**config.mk**
```make
export PLATFORM = sky130hd
export DESIGN_NAME = ccv_stream_port
export DESIGN_NICKNAME = d
export VERILOG_FILES = /design/src/ccv_pkg.sv /design/src/ccv_stage.sv /design/src/ccv_stream_port.sv
export SDC_FILE = /design/constraint.sdc
export NUM_CORES = 1
export LEC_CHECK = 0
export BUFFER_PORTS_ARGS = -buffer_cell sky130_fd_sc_hd__buf_2
export CORE_MARGIN = 2
export CORE_UTILIZATION = 40
export CTS_CLUSTER_DIAMETER = 120
export CTS_CLUSTER_SIZE = 30
export DETAILED_ROUTE_END_ITERATION = 10
export PLACE_DENSITY = 0.55
export RECOVER_POWER = 50
export SYNTH_ARGS = -nofsm -noshare
export SYNTH_HDL_FRONTEND = slang
export SYNTH_SLANG_ARGS = --single-unit
```
**constraint.sdc**
```tcl
create_clock -name clk -period 2.7 [get_ports clk]
set_input_delay 0.135 -clock clk [delete_from_list [all_inputs] [get_ports clk]]
set_output_delay 0.135 -clock clk [all_outputs]
set_load 0.005 [all_outputs]
```
**src/ccv_pkg.sv**
```systemverilog
package ccv_pkg;
  localparam int CCV_COMP_W_DEF   = 8;   // bits per colour component
  localparam int CCV_BYTE_W       = 8;   // stream words are whole bytes
  localparam int CCV_BASE_LAT     = 9;   // pipeline depth before the optional clip and clamp stages
  localparam int CCV_INTC_W       = 6;   // interrupt controller bus width
  localparam int CCV_SOF_BIT      = 0;   // start-of-frame position in user sideband
  localparam int CCV_RST_MIN_CYC  = 32;  // least reset hold, other party's duty

  // padded width of a word of three components
  function automatic int ccv_word_w(input int comp_w);
    return ((3 * comp_w + CCV_BYTE_W - 1) / CCV_BYTE_W) * CCV_BYTE_W;
  endfunction
endpackage : ccv_pkg

```
**src/ccv_stage.sv**
```systemverilog
`timescale 1ns/1ps
// one pipeline stage carrying a pixel and its flags, with its own valid bit
module ccv_stage
  import ccv_pkg::*;
#(
  parameter int W = 26
)(
  input  wire logic         clk,     // core clock
  input  wire logic         rst_n,   // synchronous reset, active low
  input  wire logic         adv,     // advance enable
  input  wire logic         vld_i,   // upstream stage holds a pixel
  input  wire logic [W-1:0] dat_i,   // upstream data and flags
  output logic              vld_o,   // this stage holds a pixel
  output logic      [W-1:0] dat_o    // this stage's data and flags
);
  logic         vld_d;
  logic [W-1:0] dat_d;

  always_comb
  begin
    vld_d = vld_o;
    dat_d = dat_o;
    if (adv)
    begin
      vld_d = vld_i;
      dat_d = dat_i;
    end
  end

  always_ff @(posedge clk)
  begin
    if (!rst_n)
    begin
      vld_o <= 1'b0;
      dat_o <= '0;
    end
    else
    begin
      vld_o <= vld_d;
      dat_o <= dat_d;
    end
  end
endmodule // ccv_stage

```
**src/ccv_stream_port.sv**
```systemverilog
`timescale 1ns/1ps
module ccv_stream_port
  import ccv_pkg::*;
#(
  parameter int COMP_W    = CCV_COMP_W_DEF, // bits per component
  parameter bit HAS_CLIP  = 1'b1,           // clipping stage present
  parameter bit HAS_CLAMP = 1'b1,           // clamping stage present
  parameter bit HAS_INTC  = 1'b0,           // interrupt controller bus present
  parameter int DW        = ccv_word_w(COMP_W)
)(
  input  wire logic                  clk,              // core clock
  input  wire logic                  clk_en,           // core clock enable, active high
  input  wire logic                  rst_n,            // synchronous reset, active low
  input  wire logic [DW-1:0]         s_axis_video_tdata,  // input pixel
  input  wire logic                  s_axis_video_tvalid, // input valid
  output logic                       s_axis_video_tready, // input ready
  input  wire logic                  s_axis_video_tuser,  // input start of frame
  input  wire logic                  s_axis_video_tlast,  // input end of line
  output logic [DW-1:0]              m_axis_video_tdata,  // output pixel
  output logic                       m_axis_video_tvalid, // output valid
  input  wire logic                  m_axis_video_tready, // output ready
  output logic                       m_axis_video_tuser,  // output start of frame
  output logic                       m_axis_video_tlast,  // output end of line
  output logic [CCV_INTC_W-1:0]      interrupt_controller_bus // interrupt bus
);
  // ----------------------------------------------------------------
  // pipeline sizing
  // ----------------------------------------------------------------
  localparam int LAT = CCV_BASE_LAT + int'(HAS_CLIP) + int'(HAS_CLAMP);
  localparam int PW  = 3 * COMP_W;
  localparam int SW  = PW + 2; // pixel plus end-of-line and start-of-frame

  // stages run in lock step; a stall freezes the whole pipe
  logic          adv;
  logic [LAT:0]  vld;
  logic [SW-1:0] dat [LAT+1];

  // ----------------------------------------------------------------
  // flow control
  // ----------------------------------------------------------------
  // pipe moves when enabled and the output slot is empty or taken
  always_comb
  begin
    adv = clk_en && (!vld[LAT] || m_axis_video_tready);
  end

  // ----------------------------------------------------------------
  // input skid slot
  // ----------------------------------------------------------------
  // ready leaves a flop and cannot see this cycle's stall; a pixel taken
  // while the pipe stands waits here and enters on the next advance, so no bubble follows a stall
  logic          skid_vld_q;
  logic          skid_vld_d;
  logic [SW-1:0] skid_dat_q;
  logic [SW-1:0] skid_dat_d;
  logic          rdy_q;
  logic          rdy_d;
  logic          take;
  logic [SW-1:0] in_word;

  // only the low components of the padded word are used
  always_comb
  begin
    in_word = {s_axis_video_tuser, s_axis_video_tlast,
               s_axis_video_tdata[PW-1:0]};
    take    = clk_en && rdy_q && s_axis_video_tvalid;
  end

  always_comb
  begin
    skid_vld_d = skid_vld_q;
    skid_dat_d = skid_dat_q;
    if (skid_vld_q && adv)
      skid_vld_d = 1'b0;
    else if (!skid_vld_q && take && !adv)
    begin
      skid_vld_d = 1'b1;
      skid_dat_d = in_word;
    end
    // enable low holds ready at its level, as every other output
    rdy_d = clk_en ? !skid_vld_d : rdy_q;
  end

  always_ff @(posedge clk)
  begin
    if (!rst_n)
    begin
      skid_vld_q <= 1'b0;
      skid_dat_q <= '0;
      rdy_q      <= 1'b0;
    end
    else
    begin
      skid_vld_q <= skid_vld_d;
      skid_dat_q <= skid_dat_d;
      rdy_q      <= rdy_d;
    end
  end

  // a waiting pixel enters first, so order survives a stall
  assign vld[0] = skid_vld_q || take;
  assign dat[0] = skid_vld_q ? skid_dat_q : in_word;

  for (genvar g = 0; g < LAT; g++)
  begin : g_pipe
    ccv_stage #(.W(SW)) u_stage (
      .clk   (clk),
      .rst_n (rst_n),
      .adv   (adv),
      .vld_i (vld[g]),
      .dat_i (dat[g]),
      .vld_o (vld[g+1]),
      .dat_o (dat[g+1])
    );
  end

  // ----------------------------------------------------------------
  // registered outputs
  // ----------------------------------------------------------------
  // ready is the only stream output made here; the rest leave the last stage
  assign s_axis_video_tready = rdy_q;

  assign m_axis_video_tvalid = vld[LAT];
  assign m_axis_video_tlast  = dat[LAT][PW];
  assign m_axis_video_tuser  = dat[LAT][PW+1];
  assign m_axis_video_tdata  = DW'(dat[LAT][PW-1:0]);

  // ----------------------------------------------------------------
  // optional interrupt controller bus
  // ----------------------------------------------------------------
  // no interrupt sources live in this block; the bus idles at zero
  logic [CCV_INTC_W-1:0] intc_q;
  logic [CCV_INTC_W-1:0] intc_d;

  always_comb
  begin
    intc_d = '0;
  end

  always_ff @(posedge clk)
  begin
    if (!rst_n)
      intc_q <= '0;
    else
      intc_q <= intc_d;
  end
  assign interrupt_controller_bus = HAS_INTC ? intc_q : '0;

  // ----------------------------------------------------------------
  // checks
  // ----------------------------------------------------------------
  hold_on_stall_a: assert property (@(posedge clk) disable iff (!rst_n)
    m_axis_video_tvalid && !m_axis_video_tready |=>
      $stable(m_axis_video_tdata) && $stable(m_axis_video_tuser) && m_axis_video_tvalid)
    else $error("output changed while stalled");
  enable_freeze_a: assert property (@(posedge clk) disable iff (!rst_n)
    !clk_en |=> $stable(vld[LAT:1]) && $stable(skid_vld_q) && $stable(m_axis_video_tlast))
    else $error("state moved with enable low");
  no_take_disabled_a: assert property (@(posedge clk) disable iff (!rst_n)
    !clk_en |=> $stable(s_axis_video_tready) && $stable(vld[1]))
    else $error("input taken with enable low");
  reset_clears_a: assert property (@(posedge clk)
    !rst_n |=> !m_axis_video_tvalid)
    else $error("reset did not clear output valid");
  pipe_latency_a: assert property (@(posedge clk) disable iff (!rst_n)
    (s_axis_video_tvalid && s_axis_video_tready && m_axis_video_tready && clk_en)[*8]
      ##1 (m_axis_video_tready && clk_en)[*8] |-> m_axis_video_tvalid)
    else $error("pipeline did not deliver");
  flag_follow_a: assert property (@(posedge clk) disable iff (!rst_n)
    (adv && vld[LAT-1]) |=> m_axis_video_tuser == $past(dat[LAT-1][PW+1]))
    else $error("start flag left its pixel");
  throughput_a: assert property (@(posedge clk) disable iff (!rst_n)
    clk_en && m_axis_video_tready && s_axis_video_tready |=> s_axis_video_tready)
    else $error("stall without back pressure");
  pad_zero_a: assert property (@(posedge clk) disable iff (!rst_n)
    m_axis_video_tvalid |-> (m_axis_video_tdata >> PW) == '0)
    else $error("padding bits not zero");
  eol_follow_a: assert property (@(posedge clk) disable iff (!rst_n)
    (adv && vld[LAT-1]) |=> m_axis_video_tlast == $past(dat[LAT-1][PW]))
    else $error("end-of-line flag left its pixel");
  data_follow_a: assert property (@(posedge clk) disable iff (!rst_n)
    (adv && vld[LAT-1]) |=> m_axis_video_tdata[PW-1:0] == $past(dat[LAT-1][PW-1:0]))
    else $error("pixel data changed in the pipe");

  // skid slot
  skid_block_a: assert property (@(posedge clk) disable iff (!rst_n)
    skid_vld_q |-> !s_axis_video_tready)
    else $error("ready high with a pixel waiting");
  skid_hold_a: assert property (@(posedge clk) disable iff (!rst_n)
    skid_vld_q && !adv |=> skid_vld_q && $stable(skid_dat_q))
    else $error("waiting pixel lost");
  skid_drain_a: assert property (@(posedge clk) disable iff (!rst_n)
    skid_vld_q && adv |=> vld[1] && dat[1] == $past(skid_dat_q))
    else $error("waiting pixel not passed on");
  reset_ready_a: assert property (@(posedge clk)
    !rst_n |=> !s_axis_video_tready && !skid_vld_q)
    else $error("reset did not clear ready");

  // interrupt bus
  intc_idle_a: assert property (@(posedge clk) disable iff (!rst_n)
    interrupt_controller_bus == '0)
    else $error("interrupt bus not idle");
endmodule // ccv_stream_port

```
# After elaboration in Yosys (flattened, before gate mapping)
# Index checks and enable logic that the tools add are counted.
dict set report op_classes {
  eq_ne 0
  order_cmp 0
  mux 3
  addsub 0
  multipliers 0
  div 0
  n_bitwise 1
  n_reduce_logical 13
  shifts 0
}
# cell n
set ops {}
lappend ops {{$mux W26} 1}
lappend ops {{$logic_and A1 B1 Y1} 6}
lappend ops {{$logic_not A1 Y1} 4}
lappend ops {{$logic_or A1 B1 Y1} 2}
lappend ops {{$mux W1} 2}
lappend ops {{$reduce_and A2 Y1} 1}
lappend ops {{$not A1 Y1} 1}
dict set report totals {
  rom_bits 0
  regBits 325
  input_bits 31
  elab_cells 42
  n_memories 0
  latchBits 0
  ramBits 0
}

# Depth between registers and ports, before layout
# Gate-level depths: netlist of run 1.
dict set report logic_depth {
  word_depth 8
  mapped_depth 7
  mapped_depth_nobuf 3
}

# Cells and area by module
# From an unflattened synthesis of run 1, not the netlist that was laid out.
dict set report hier_totals {
  hier_cells 1106
  area_unflattened_um2 12953.7
}
# mod cells_each instances area_per_inst_um2
set by_module_without_submodules {}
lappend by_module_without_submodules {ccv_stage 86 11 1038.5}
lappend by_module_without_submodules {ccv_stream_port 160 1 1530.2}

# Worst setup path after synthesis of run 1
# Ideal clock, no wire load.
dict set report synth_timing {
  path_kind {reg-to-reg}
  from {register g_pipe[10].u_stage.vld_o}
  to {register skid_dat_q[0]}
  t_required_ns 2.628
  stages_incl_launch_ff 7
  arrival_ns 1.172
  setup_slack_ns 1.456
  path_buffers 3
  synth_period_minus_slack_ns 1.244
  path_cell_list {dfxtp_1 > nand2b_1 > buf_4 > nor3_2 > buf_4 > buf_6 > mux2i_1}
}
dict set report synth_between {
  elab_chain_len 6
  elab_cells_between_ends 8
  cone_classes {bitwise: 1; reduce/logical: 7}
}
# element line
set synth_rtl {}
lappend synth_rtl {{start, declared} ccv_stage.sv:13} ;# output logic vld_o,
lappend synth_rtl {{start signal, assigned} ccv_stage.sv:39} ;# vld_o <= vld_d;
lappend synth_rtl {{$logic_not A1 Y1 (*)} ccv_stream_port.sv:44} ;# adv = clk_en && (!vld[LAT] || m_axis_video_tready);
lappend synth_rtl {{$logic_or A1 B1 Y1 (*)} ccv_stream_port.sv:44}
lappend synth_rtl {{$logic_and A1 B1 Y1 (*)} ccv_stream_port.sv:44}
lappend synth_rtl {{$logic_not A1 Y1 / $logic_and A1 B1 Y1 (equally long branches)} {ccv_stream_port.sv:75, ccv_stream_port.sv:73}}
lappend synth_rtl {{$logic_and A1 B1 Y1 / $not A1 Y1 (equally long branches)} n/a}
lappend synth_rtl {{$reduce_and A2 Y1 (no source line) (*)} n/a}
lappend synth_rtl {{end signal, assigned} ccv_stream_port.sv:95} ;# skid_dat_q <= skid_dat_d;
lappend synth_rtl {{end, declared} ccv_stream_port.sv:54} ;# logic [SW-1:0] skid_dat_q;
# Mark *: on every way between the ends. The rest lies on a longest branch, timed or not.
# A chain may end at the register's enable or synchronous reset.

# Worst setup path after layout of run 1
dict set report layout_timing {
  from {register g_pipe[10].u_stage.vld_o}
  to {register g_pipe[1].u_stage.dat_o[20]}
}
dict set report layout_between {
  elab_chain_len 3
}
# element line
set layout_rtl {}
lappend layout_rtl {{$logic_not A1 Y1} ccv_stream_port.sv:44}
lappend layout_rtl {{$logic_or A1 B1 Y1} ccv_stream_port.sv:44}
lappend layout_rtl {{$logic_and A1 B1 Y1} ccv_stream_port.sv:44}
lappend layout_rtl {{end signal, assigned} ccv_stage.sv:40} ;# dat_o <= dat_d;
lappend layout_rtl {{end, declared} ccv_stage.sv:14} ;# output logic [W-1:0] dat_o
# No other way between the ends.

==> parameters.txt, run 1 <==
Parameter                              Value

Worst setup path
  Destination of the critical timing path ... g_pipe[1].u_stage.dat_o[20]$_SDFFE_PN0P_
  Number of cells traversed by the worst register-to-register path ... 4
  Stage delay of the slowest cell on the critical path ... approximately 0.91 ns
  Worst Setup Start Kind ... flop
  Max Fanout on Critical Path ... 30
  Cell class contributing the biggest share of worst-path delay ... buffers and inverters
  Depth of the critical timing path with buffers and inverters included ... 4
  Critical Path, Cell by Cell ... nand2b_4, clkbuf_1, nand3_1, a21oi_1
  Critical setup path kind ... reg2reg
  Worst setup path start ... g_pipe[10].u_stage.vld_o$_SDFFE_PN0P_
  Slowest cell on the critical path ... sky130_fd_sc_hd__clkbuf_1
  Critical register-to-register path endpoint ... g_pipe[1].u_stage.dat_o[20]$_SDFFE_PN0P_
  CP Buf/Inv Count ... 1
  Worst r2r src ... g_pipe[10].u_stage.vld_o$_SDFFE_PN0P_
  Required time at the worst-slack endpoint ... around 3.1 ns
  Arrival time of data at the critical path endpoint ... roughly 2.5 ns
  Setup slack of the worst register-to-register path ... 0.63 ns
  Kind of end point of the critical path ... flop

GRT
  Vias in the first global route ... 9351
  Final global-route overflow total ... 0
  Wire length of the first global-routing pass ... around 47000 um
  Pin count of the biggest net entering global routing ... roughly 150
  Initial antenna violation count ... 0
  Overall global routing resource usage ... 0.162

Placed design
  Half-perimeter wire length after placement ... 15000 um
  Number of buffers added on ports ... 58
  Routability cong. ... 0.699

Timing
  Fin Clk Skew ... approximately 0.012 ns
  Count of final max-slew check failures ... between 150 and 200
  Transition time at the pin with the least slew margin ... between 1.5 and 2 ns
  Worst relative slew slack ... -0.0896
  Unrepaired setup endpoints after global routing ... no
  Fmax achieved ... 0.483 GHz
  Final period util ... 0.767
  Post-layout min period ... a little over 2 ns
  Setup Viol. Count Final ... 0
  Post-route setup TNS ... 0 ns
  Post-route worst hold slack ... roughly 0.041 ns
  Final Hold Viols ... 0

Synth
  Number of distinct library cells after synthesis ... 29
  Yosys warning total ... 0
  Mapped Avg Cell Area ... between 8 and 9 um^2
  Register bit total from synthesis ... ~330
  Number of instances in the synthesized netlist ... about 1500
  Total standard cell area after synthesis ... about 13000 um^2
  Sequential share of the synthesized area ... 0.506

Routing
  Drt total wl ... 27900 um
  Average wire length per cell after detail routing ... between 15 and 20 um
  Pre-antenna DRT Iters ... 5
  Post-detailed-route count of antenna-violating nets ... 0
  Post-detailed-route DRC marker count ... 0
  Number of DRC markers after the initial detailed-route iteration ... slightly above 900
  Per-cell via count in the routed design ... approximately 5.5
  Total via count after detailed routing ... between 10000 and 15000

CTS
  Total CTS buffers ... 14
  Resize count post-CTS ... 0
  Number of buffers on the longest clock path ... 3
  Clock-pin transition on the worst setup and hold timing paths ... ~0.11 ns
  Sink Count ... between 300 and 400
  Clock Root Buffer ... sky130_fd_sc_hd__clkbuf_16
  Insertion delay to the later sink of the worst-skew pair ... approximately 0.5 ns
  TritonCTS clock tree ... done
  H-Tree Level Count ... 1

Cells and area
  Fraction of final layout cells with drive strength greater than 1 ... 0.0639
  Net count reported at finish ... ~1500
  Commonest non-fill, non-tap cell in the layout ... sky130_fd_sc_hd__dfxtp_1
  Most frequent cells in the layout ... sky130_fd_sc_hd__dfxtp_1, sky130_fd_sc_hd__a21oi_1, sky130_fd_sc_hd__nand3_1, sky130_fd_sc_hd__o21ai_0, sky130_fd_sc_hd__o21ai_1
  Antenna diodes ... 0
  Relative area change from synthesis to final layout ... 5.16%

Status
  Violated checks ... max-capacitance violations, max-slew violations
  Status ... finished with violations

Floorplanning
  Row Count ... between 60 and 70
  Core Footprint ... approximately 32000 um^2
  Y dimension of the die ... between 150 and 200 um
  Starting utilization of the core area ... 0.406
  Total I/O pin count ... 65
  Full die area ... between 30000 and 40000 um^2
  Width of the die ... roughly 180 um

Power and ir drop
  Power Dens Cells ... ~580 nW/um^2
  Max rail drop VDD ... 0.332 mV
  Standby leakage power ... slightly above 4 nW

Run
  Maximum Capacitance Violations ... 1

Worst hold path
  Worst hold path class ... in2reg
==> Yosys cell counts <==
library cell | instances | area [um^2]
sky130_fd_sc_hd__a211oi_1 | 18 | 135
sky130_fd_sc_hd__a211oi_2 | 8 | 100
sky130_fd_sc_hd__a21oi_1 | 296 | 1480
sky130_fd_sc_hd__a22oi_1 | 1 | 7.51
sky130_fd_sc_hd__a311oi_1 | 1 | 8.76
sky130_fd_sc_hd__a31oi_1 | 1 | 6.26
sky130_fd_sc_hd__and3_1 | 1 | 6.26
sky130_fd_sc_hd__buf_1 | 6 | 22.5
sky130_fd_sc_hd__buf_2 | 40 | 200
sky130_fd_sc_hd__buf_4 | 58 | 435
sky130_fd_sc_hd__buf_6 | 9 | 101
sky130_fd_sc_hd__clkbuf_1 | 79 | 297
sky130_fd_sc_hd__clkbuf_2 | 10 | 50.1
sky130_fd_sc_hd__conb_1 | 1 | 3.75
sky130_fd_sc_hd__dfxtp_1 | 325 | 6510
sky130_fd_sc_hd__inv_1 | 1 | 3.75
sky130_fd_sc_hd__inv_2 | 1 | 3.75
sky130_fd_sc_hd__inv_4 | 1 | 6.26
sky130_fd_sc_hd__mux2i_1 | 52 | 521
sky130_fd_sc_hd__nand2_1 | 55 | 206
sky130_fd_sc_hd__nand2b_1 | 1 | 6.26
sky130_fd_sc_hd__nand3_1 | 269 | 1350
sky130_fd_sc_hd__nand3_2 | 1 | 10.0
sky130_fd_sc_hd__nor2_1 | 1 | 3.75
sky130_fd_sc_hd__nor2_8 | 1 | 20.0
sky130_fd_sc_hd__nor2b_1 | 1 | 6.26
sky130_fd_sc_hd__nor3_2 | 1 | 10.0
sky130_fd_sc_hd__o21ai_0 | 134 | 671
sky130_fd_sc_hd__o21ai_1 | 136 | 681
==> sequential cells by signal, indices dropped and copies added, names as in the netlist <==
signal,cells
s_axis_video_tready,1
skid_dat_q,26
skid_vld_q,1
g_pipe.u_stage.dat_o,286
g_pipe.u_stage.vld_o,11
==> worst min-delay path, cell delays in order <==
cell,delay (ns)
sky130_fd_sc_hd__clkbuf_8,0.20
sky130_fd_sc_hd__nand3_1,0.10
sky130_fd_sc_hd__a21oi_1,0.05
==> stage by stage <==
step | instances | area (um^2) | utilization | total power, mW | setup WS [ns]
2_1_floorplan | 1514 | 12900 | - | 5.29 | 1.46
3_3_place_gp | 1798 | 12900 | 0.408 | 5.40 | 0.950
3_5_place_dp | 1798 | 12900 | 0.408 | 5.40 | 0.906
4_1_cts | 1842 | 13600 | 0.429 | 7.90 | 0.871
5_1_grt | 1842 | 13500 | 0.427 | 8.11 | 0.361
6_report | 1842 | 13500 | 0.427 | 7.79 | 0.629
==> where the power goes <==
group	switching (mW)	internal, mW
clock	1.46	1.01
sequential	0.0297	4.85
combinational	0.297	0.137
==> timing repair <==
action | 4_1_cts | 5_1_grt
hold endpoints to repair | 39 | 0
buffers inserted | 0 | 0
hold buffers | 28 | 0
==> area by class of cell <==
cell class	count	area, um^2
clock inverter	1	7.51
inverter	3	23.8
sequential	325	6510
fill	3221	18100
tap	402	503
timing repair buffer	112	855
clock buffer	15	375
multi-input combinational	984	5250
==> per-layer routing <==
| layer | vias up | wire length, um | global-route usage |
|---|---|---|---|
| li1 | 5166 | - | - |
| met1 | 4794 | 13800 | 0.236 |
| met2 | 131 | 13100 | 0.268 |
| met3 | 20 | 692 | 0.0165 |
| met4 | 0 | 314 | 0.0221 |
| met5 | - | 0 | 0 |
==> logic make-up (layout without fill, tap and decap cells) <==
family | after synthesis | after routing | synth area share
multiplexers | 52 | 52 | 0.0405
flip-flops | 325 | 325 | 0.506
other | 1 | 6 | 0.000292
buffers and inverters | 205 | 131 | 0.0871
AO/OA/AOI/OAI | 595 | 595 | 0.240
AND/OR/NAND/NOR | 331 | 331 | 0.126
==> worst min-delay path by stage <==
stage          slack [ns]  cells after the start                    from                                       to
2_1_floorplan        0.28                      2   s_axis_video_tdata[0]               skid_dat_q[0]$_SDFFE_PN0P_
3_3_place_gp         0.39                      3  s_axis_video_tdata[15]              skid_dat_q[15]$_SDFFE_PN0P_
3_5_place_dp         0.40                      3   s_axis_video_tdata[3]               skid_dat_q[3]$_SDFFE_PN0P_
4_1_cts              0.03                      3                  clk_en  g_pipe[2].u_stage.dat_o[0]$_SDFFE_PN0P_
5_1_grt              0.04                      3                  clk_en     g_pipe[6].u_stage.vld_o$_SDFFE_PN0P_
6_report             0.04                      3                  clk_en  g_pipe[2].u_stage.dat_o[0]$_SDFFE_PN0P_
(Power assumes the default switching activity.)
==> inputs of run 2 (changes only) <==
--- a/config.mk
+++ b/config.mk
@@ -5,13 +5,14 @@
 export SDC_FILE = /design/constraint.sdc
 export NUM_CORES = 1
 export LEC_CHECK = 0
+export ABC_AREA = 1
 export BUFFER_PORTS_ARGS = -buffer_cell sky130_fd_sc_hd__buf_2
 export CORE_MARGIN = 2
 export CORE_UTILIZATION = 40
 export CTS_CLUSTER_DIAMETER = 120
 export CTS_CLUSTER_SIZE = 30
 export DETAILED_ROUTE_END_ITERATION = 10
-export PLACE_DENSITY = 0.55
+export PLACE_DENSITY = 0.57
 export RECOVER_POWER = 50
 export SYNTH_ARGS = -nofsm -noshare
 export SYNTH_HDL_FRONTEND = slang
==> constraint.sdc (replaced) <==
create_clock -name clk -period 1.8 [get_ports clk]
set_input_delay 0.09 -clock clk [delete_from_list [all_inputs] [get_ports clk]]
set_output_delay 0.09 -clock clk [all_outputs]
set_load 0.005 [all_outputs]
==> parameters.txt, run 2 <==
Parameter                              Value

GRT
  Vias in the first global route ... 8418 (was 9351)
  Overall global routing resource usage ... 0.139 (was 0.162)
  Final global-route overflow total ... 0 (unchanged)
  Pin count of the biggest net entering global routing ... 105 (was 152)
  Initial antenna violation count ... 0 (unchanged)
  Wire length of the first global-routing pass ... 37700 um (was 47300 um)

Synth
  Post-synth EDFFs ... 0 (unchanged)
  Yosys warning total ... 0 (unchanged)
  Most instantiated library cell after synthesis ... sky130_fd_sc_hd__nor2_1 (was sky130_fd_sc_hd__dfxtp_1)
  Number of distinct library cells after synthesis ... 18 (was 29)
  Post-synth top area cell ... sky130_fd_sc_hd__dfxtp_1 (unchanged)
  Fraction of post-synthesis cell area in the top cell type by area ... 0.547 (was 0.506)
  Top_reg_cell synth ... sky130_fd_sc_hd__dfxtp_1 (unchanged)
  Mapped Avg Cell Area ... 7.61 um^2 (was 8.52 um^2)
  Number of instances in the synthesized netlist ... 1564 (was 1509)
  Register bit total from synthesis ... 325 (unchanged)
  Sequential share of the synthesized area ... 0.547 (was 0.506)
  Post-synth ARST share ... 0 (unchanged)
  Most frequent cells after synthesis ... sky130_fd_sc_hd__nor2_1, sky130_fd_sc_hd__dfxtp_1, sky130_fd_sc_hd__o21ai_0 (was sky130_fd_sc_hd__dfxtp_1, sky130_fd_sc_hd__a21oi_1, sky130_fd_sc_hd__nand3_1)
  Total standard cell area after synthesis ... 11900 um^2 (was 12900 um^2)
  Dominant cells by area after synthesis ... sky130_fd_sc_hd__dfxtp_1, sky130_fd_sc_hd__nor2_1, sky130_fd_sc_hd__o21ai_0 (was sky130_fd_sc_hd__dfxtp_1, sky130_fd_sc_hd__a21oi_1, sky130_fd_sc_hd__nand3_1)

Routing
  Number of DRC markers after the initial detailed-route iteration ... 565 (was 909)
  Drt total wl ... 21400 um (was 27900 um)
  Average wire length per cell after detail routing ... 11.0 um (was 15.1 um)
  Post-detailed-route DRC marker count ... 0 (unchanged)
  Per-cell via count in the routed design ... 4.64 (was 5.49)
  Total via count after detailed routing ... 8998 (was 10100)
  Pre-antenna DRT Iters ... 4 (was 5)
  Post-detailed-route count of antenna-violating nets ... 0 (unchanged)

Cells and area
  Area of the multi-input gates ... 4480 um^2 (was 5250 um^2)
  Antenna diodes ... 0 (unchanged)
  Net count reported at finish ... 1582 (was 1471)
  Commonest non-fill, non-tap cell in the layout ... sky130_fd_sc_hd__nor2_1 (was sky130_fd_sc_hd__dfxtp_1)
  Largest register by flop count ... g_pipe.u_stage.dat_o (unchanged)
  Total non-filler cell area in the finished layout ... 12900 um^2 (was 13500 um^2)
  Fraction of final layout cells with drive strength greater than 1 ... 0.0580 (was 0.0639)
  Fill cells ... 3098 (was 3221)
  Flip-flop count of the largest register after layout ... 286 (unchanged)
  Registers with the most flip-flops ... g_pipe.u_stage.dat_o x286, skid_dat_q x26, g_pipe.u_stage.vld_o x11 (unchanged)
  Relative area change from synthesis to final layout ... 8.17% (was 5.16%)
  Non-filler instance count after layout ... 1941 (was 1842)
  Most frequent cells in the layout ... sky130_fd_sc_hd__nor2_1, sky130_fd_sc_hd__dfxtp_1, sky130_fd_sc_hd__o21ai_0, sky130_fd_sc_hd__nand2_1, sky130_fd_sc_hd__o21ai_1 (was sky130_fd_sc_hd__dfxtp_1, sky130_fd_sc_hd__a21oi_1, sky130_fd_sc_hd__nand3_1, sky130_fd_sc_hd__o21ai_0, sky130_fd_sc_hd__o21ai_1)
  Area occupied by registers ... 6510 um^2 (unchanged)

CTS
  H-Tree Level Count ... 1 (unchanged)
  Sink Count ... 325 (unchanged)
  TritonCTS clock tree ... done (unchanged)
  Total CTS buffers ... 14 (unchanged)
  Number of buffers on the longest clock path ... 3 (unchanged)
  Clock Root Buffer ... sky130_fd_sc_hd__clkbuf_16 (unchanged)
  Number of post-CTS setup repair buffers ... 0 (unchanged)
  Clock-pin transition on the worst setup and hold timing paths ... 0.11 ns (about the same)
  Insertion delay to the later sink of the worst-skew pair ... 0.50 ns (about the same)

Worst setup path
  Critical register-to-register path endpoint ... g_pipe[9].u_stage.dat_o[16]$_SDFFE_PN0P_ (was g_pipe[1].u_stage.dat_o[20]$_SDFFE_PN0P_)
  Critical Path, Cell by Cell ... nand2_1, nand2_8, inv_8, buf_6, nor2_1, nor2_1 (was nand2b_4, clkbuf_1, nand3_1, a21oi_1)
  Worst r2r src ... g_pipe[10].u_stage.vld_o$_SDFFE_PN0P_ (unchanged)
  Slowest cell on the critical path ... sky130_fd_sc_hd__dfxtp_1 (was sky130_fd_sc_hd__clkbuf_1)
  Critical setup path kind ... reg2reg (unchanged)
  Max Fanout on Critical Path ... 45 (was 30)
  Worst Setup Start Kind ... flop (unchanged)
  Kind of end point of the critical path ... flop (unchanged)
  Setup slack of the worst register-to-register path ... 0.22 ns (was 0.63 ns)
  Cell class contributing the biggest share of worst-path delay ... buffers and inverters (unchanged)
  Arrival time of data at the critical path endpoint ... 2.01 ns (was 2.51 ns)
  Required time at the worst-slack endpoint ... 2.23 ns (was 3.14 ns)
  Critical Path Most Common Cell ... sky130_fd_sc_hd__nor2_1
  Number of cells traversed by the worst register-to-register path ... 6 (was 4)
  Stage delay of the slowest cell on the critical path ... 0.35 ns (was 0.91 ns)
  CP Buf/Inv Count ... 2 (was 1)

Status
  Status ... finished clean (was finished with violations)

Power and ir drop
  Max rail drop VDD ... 0.482 mV (was 0.332 mV)
  Final total power ... 12.9 mW (was 7.79 mW)
  Standby leakage power ... 5.34 nW (was 4.16 nW)
  Power Dens Cells ... 1000 nW/um^2 (was 576 nW/um^2)

Placed design
  Total cell area at the placement stage ... 12200 um^2 (was 12900 um^2)
  Placed Cells incl. Taps ... 1898 (was 1798)
  Routability cong. ... 0.734 (was 0.699)
  Worst setup slack after placement ... 0.248 ns (was 0.906 ns)
  Half-perimeter wire length after placement ... 12700 um (was 15000 um)
  Number of buffers added on ports ... 58 (unchanged)

Timing
  Unrepaired setup endpoints after global routing ... no (unchanged)
  Post-route setup TNS ... 0 ns (unchanged)
  Fin Clk Skew ... 0.0183 ns (was 0.0120 ns)
  Final critical-path setup slack ... 0.217 ns (was 0.629 ns)
  Transition time at the pin with the least slew margin ... 0.556 ns (was 1.63 ns)
  Final period util ... 0.880 (was 0.767)
  Count of final max-slew check failures ... 0 (was 152)
  Fmax achieved ... 0.632 GHz (was 0.483 GHz)
  Worst relative slew slack ... 0.629 (was -0.0896)
  Final Hold Viols ... 0 (unchanged)
  Setup Viol. Count Final ... 0 (unchanged)
  Post-layout min period ... 1.58 ns (was 2.07 ns)

Worst hold path
  Number of stages on the worst hold path ... 3 (unchanged)
  Worst hold path class ... in2reg (unchanged)
  HP Start ... rst_n (was clk_en)
  Hold Crit Endpoint ... g_pipe[10].u_stage.dat_o[25]$_SDFFE_PN0P_ (was g_pipe[2].u_stage.dat_o[0]$_SDFFE_PN0P_)

Run
  Maximum Capacitance Violations ... 0 (was 1)

Floorplanning
  Y dimension of the die ... 176 um (was 183 um)
  Width of the die ... 176 um (was 183 um)
  Starting utilization of the core area ... 0.403 (was 0.406)
  Row Count ... 63 (was 65)
  Full die area ... 31100 um^2 (was 33600 um^2)
  Total I/O pin count ... 65 (unchanged)
  Core Footprint ... 29500 um^2 (was 31600 um^2)
==> run 2: kinds of logic (layout without fill, tap and decap cells) <==
kind of cell / after synthesis / in the layout / synth area share
AND/OR/NAND/NOR: 739 / 739 / 0.237
flip-flops: 325 / 325 / 0.547
AO/OA/AOI/OAI: 323 / 323 / 0.136
buffers and inverters: 176 / 158 / 0.0795
other: 1 / 6 / 0.000315
==> run 2: timing repair <==
| item | in CTS | in global routing |
|---|---|---|
| resized for setup | 0 | 0 |
| hold endpoints to repair | 39 | 0 |
| hold buffers | 27 | 0 |
==> run 2: cell type report <==
class	count	share of cell area
clock buffers	15	0.0292
clock inverters	1	0.000583
inverters	33	0.0102
multi-input cells	1068	0.348
flip-flops and latches	325	0.506
well taps	390	0.0379
repair buffers	109	0.0687
==> run 2: where the power goes <==
group,switching (mW),internal (mW),total [mW]
combinational,0.826,0.529,1.36
sequential,0.221,7.68,7.90
clock,2.12,1.51,3.64
==> run 2: metal layers <==
layer / vias to the layer above / global-route usage / share of wire
met1: 4023 / 0.170 / 0.48
met3: 24 / 0.0187 / 0.030
li1: 4880 / - / -
met2: 71 / 0.260 / 0.48
met5: - / 0 / 0
met4: 0 / 0.0255 / 0.013
==> run 2: how the worst max path moves through the flow <==
stage                     cells after the start                                        end                                   from
final                                         6   g_pipe[9].u_stage.dat_o[16]$_SDFFE_PN0P_  g_pipe[10].u_stage.vld_o$_SDFFE_PN0P_
after global routing                          6  g_pipe[10].u_stage.dat_o[17]$_SDFFE_PN0P_  g_pipe[10].u_stage.vld_o$_SDFFE_PN0P_
after CTS                                     6   g_pipe[4].u_stage.dat_o[16]$_SDFFE_PN0P_  g_pipe[10].u_stage.vld_o$_SDFFE_PN0P_
after detailed placement                      6   g_pipe[9].u_stage.dat_o[25]$_SDFFE_PN0P_  g_pipe[10].u_stage.vld_o$_SDFFE_PN0P_
after global placement                        6   g_pipe[10].u_stage.dat_o[2]$_SDFFE_PN0P_  g_pipe[10].u_stage.vld_o$_SDFFE_PN0P_
after floorplan                               6                 skid_dat_q[0]$_SDFFE_PN0P_  g_pipe[10].u_stage.vld_o$_SDFFE_PN0P_
==> run 2: stage by stage <==
stage	utilization	hold WS [ns]
2_1_floorplan	-	0.252
3_3_place_gp	0.415	0.414
3_5_place_dp	0.415	0.424
4_1_cts	0.437	0.0271
5_1_grt	0.436	0.0470
6_report	0.436	0.0420
==> run 2: tightest hold or removal path, cell delays in order <==
cell,delay [ns]
sky130_fd_sc_hd__buf_6,0.22
sky130_fd_sc_hd__o21ai_0,0.14
sky130_fd_sc_hd__nor2_1,0.05
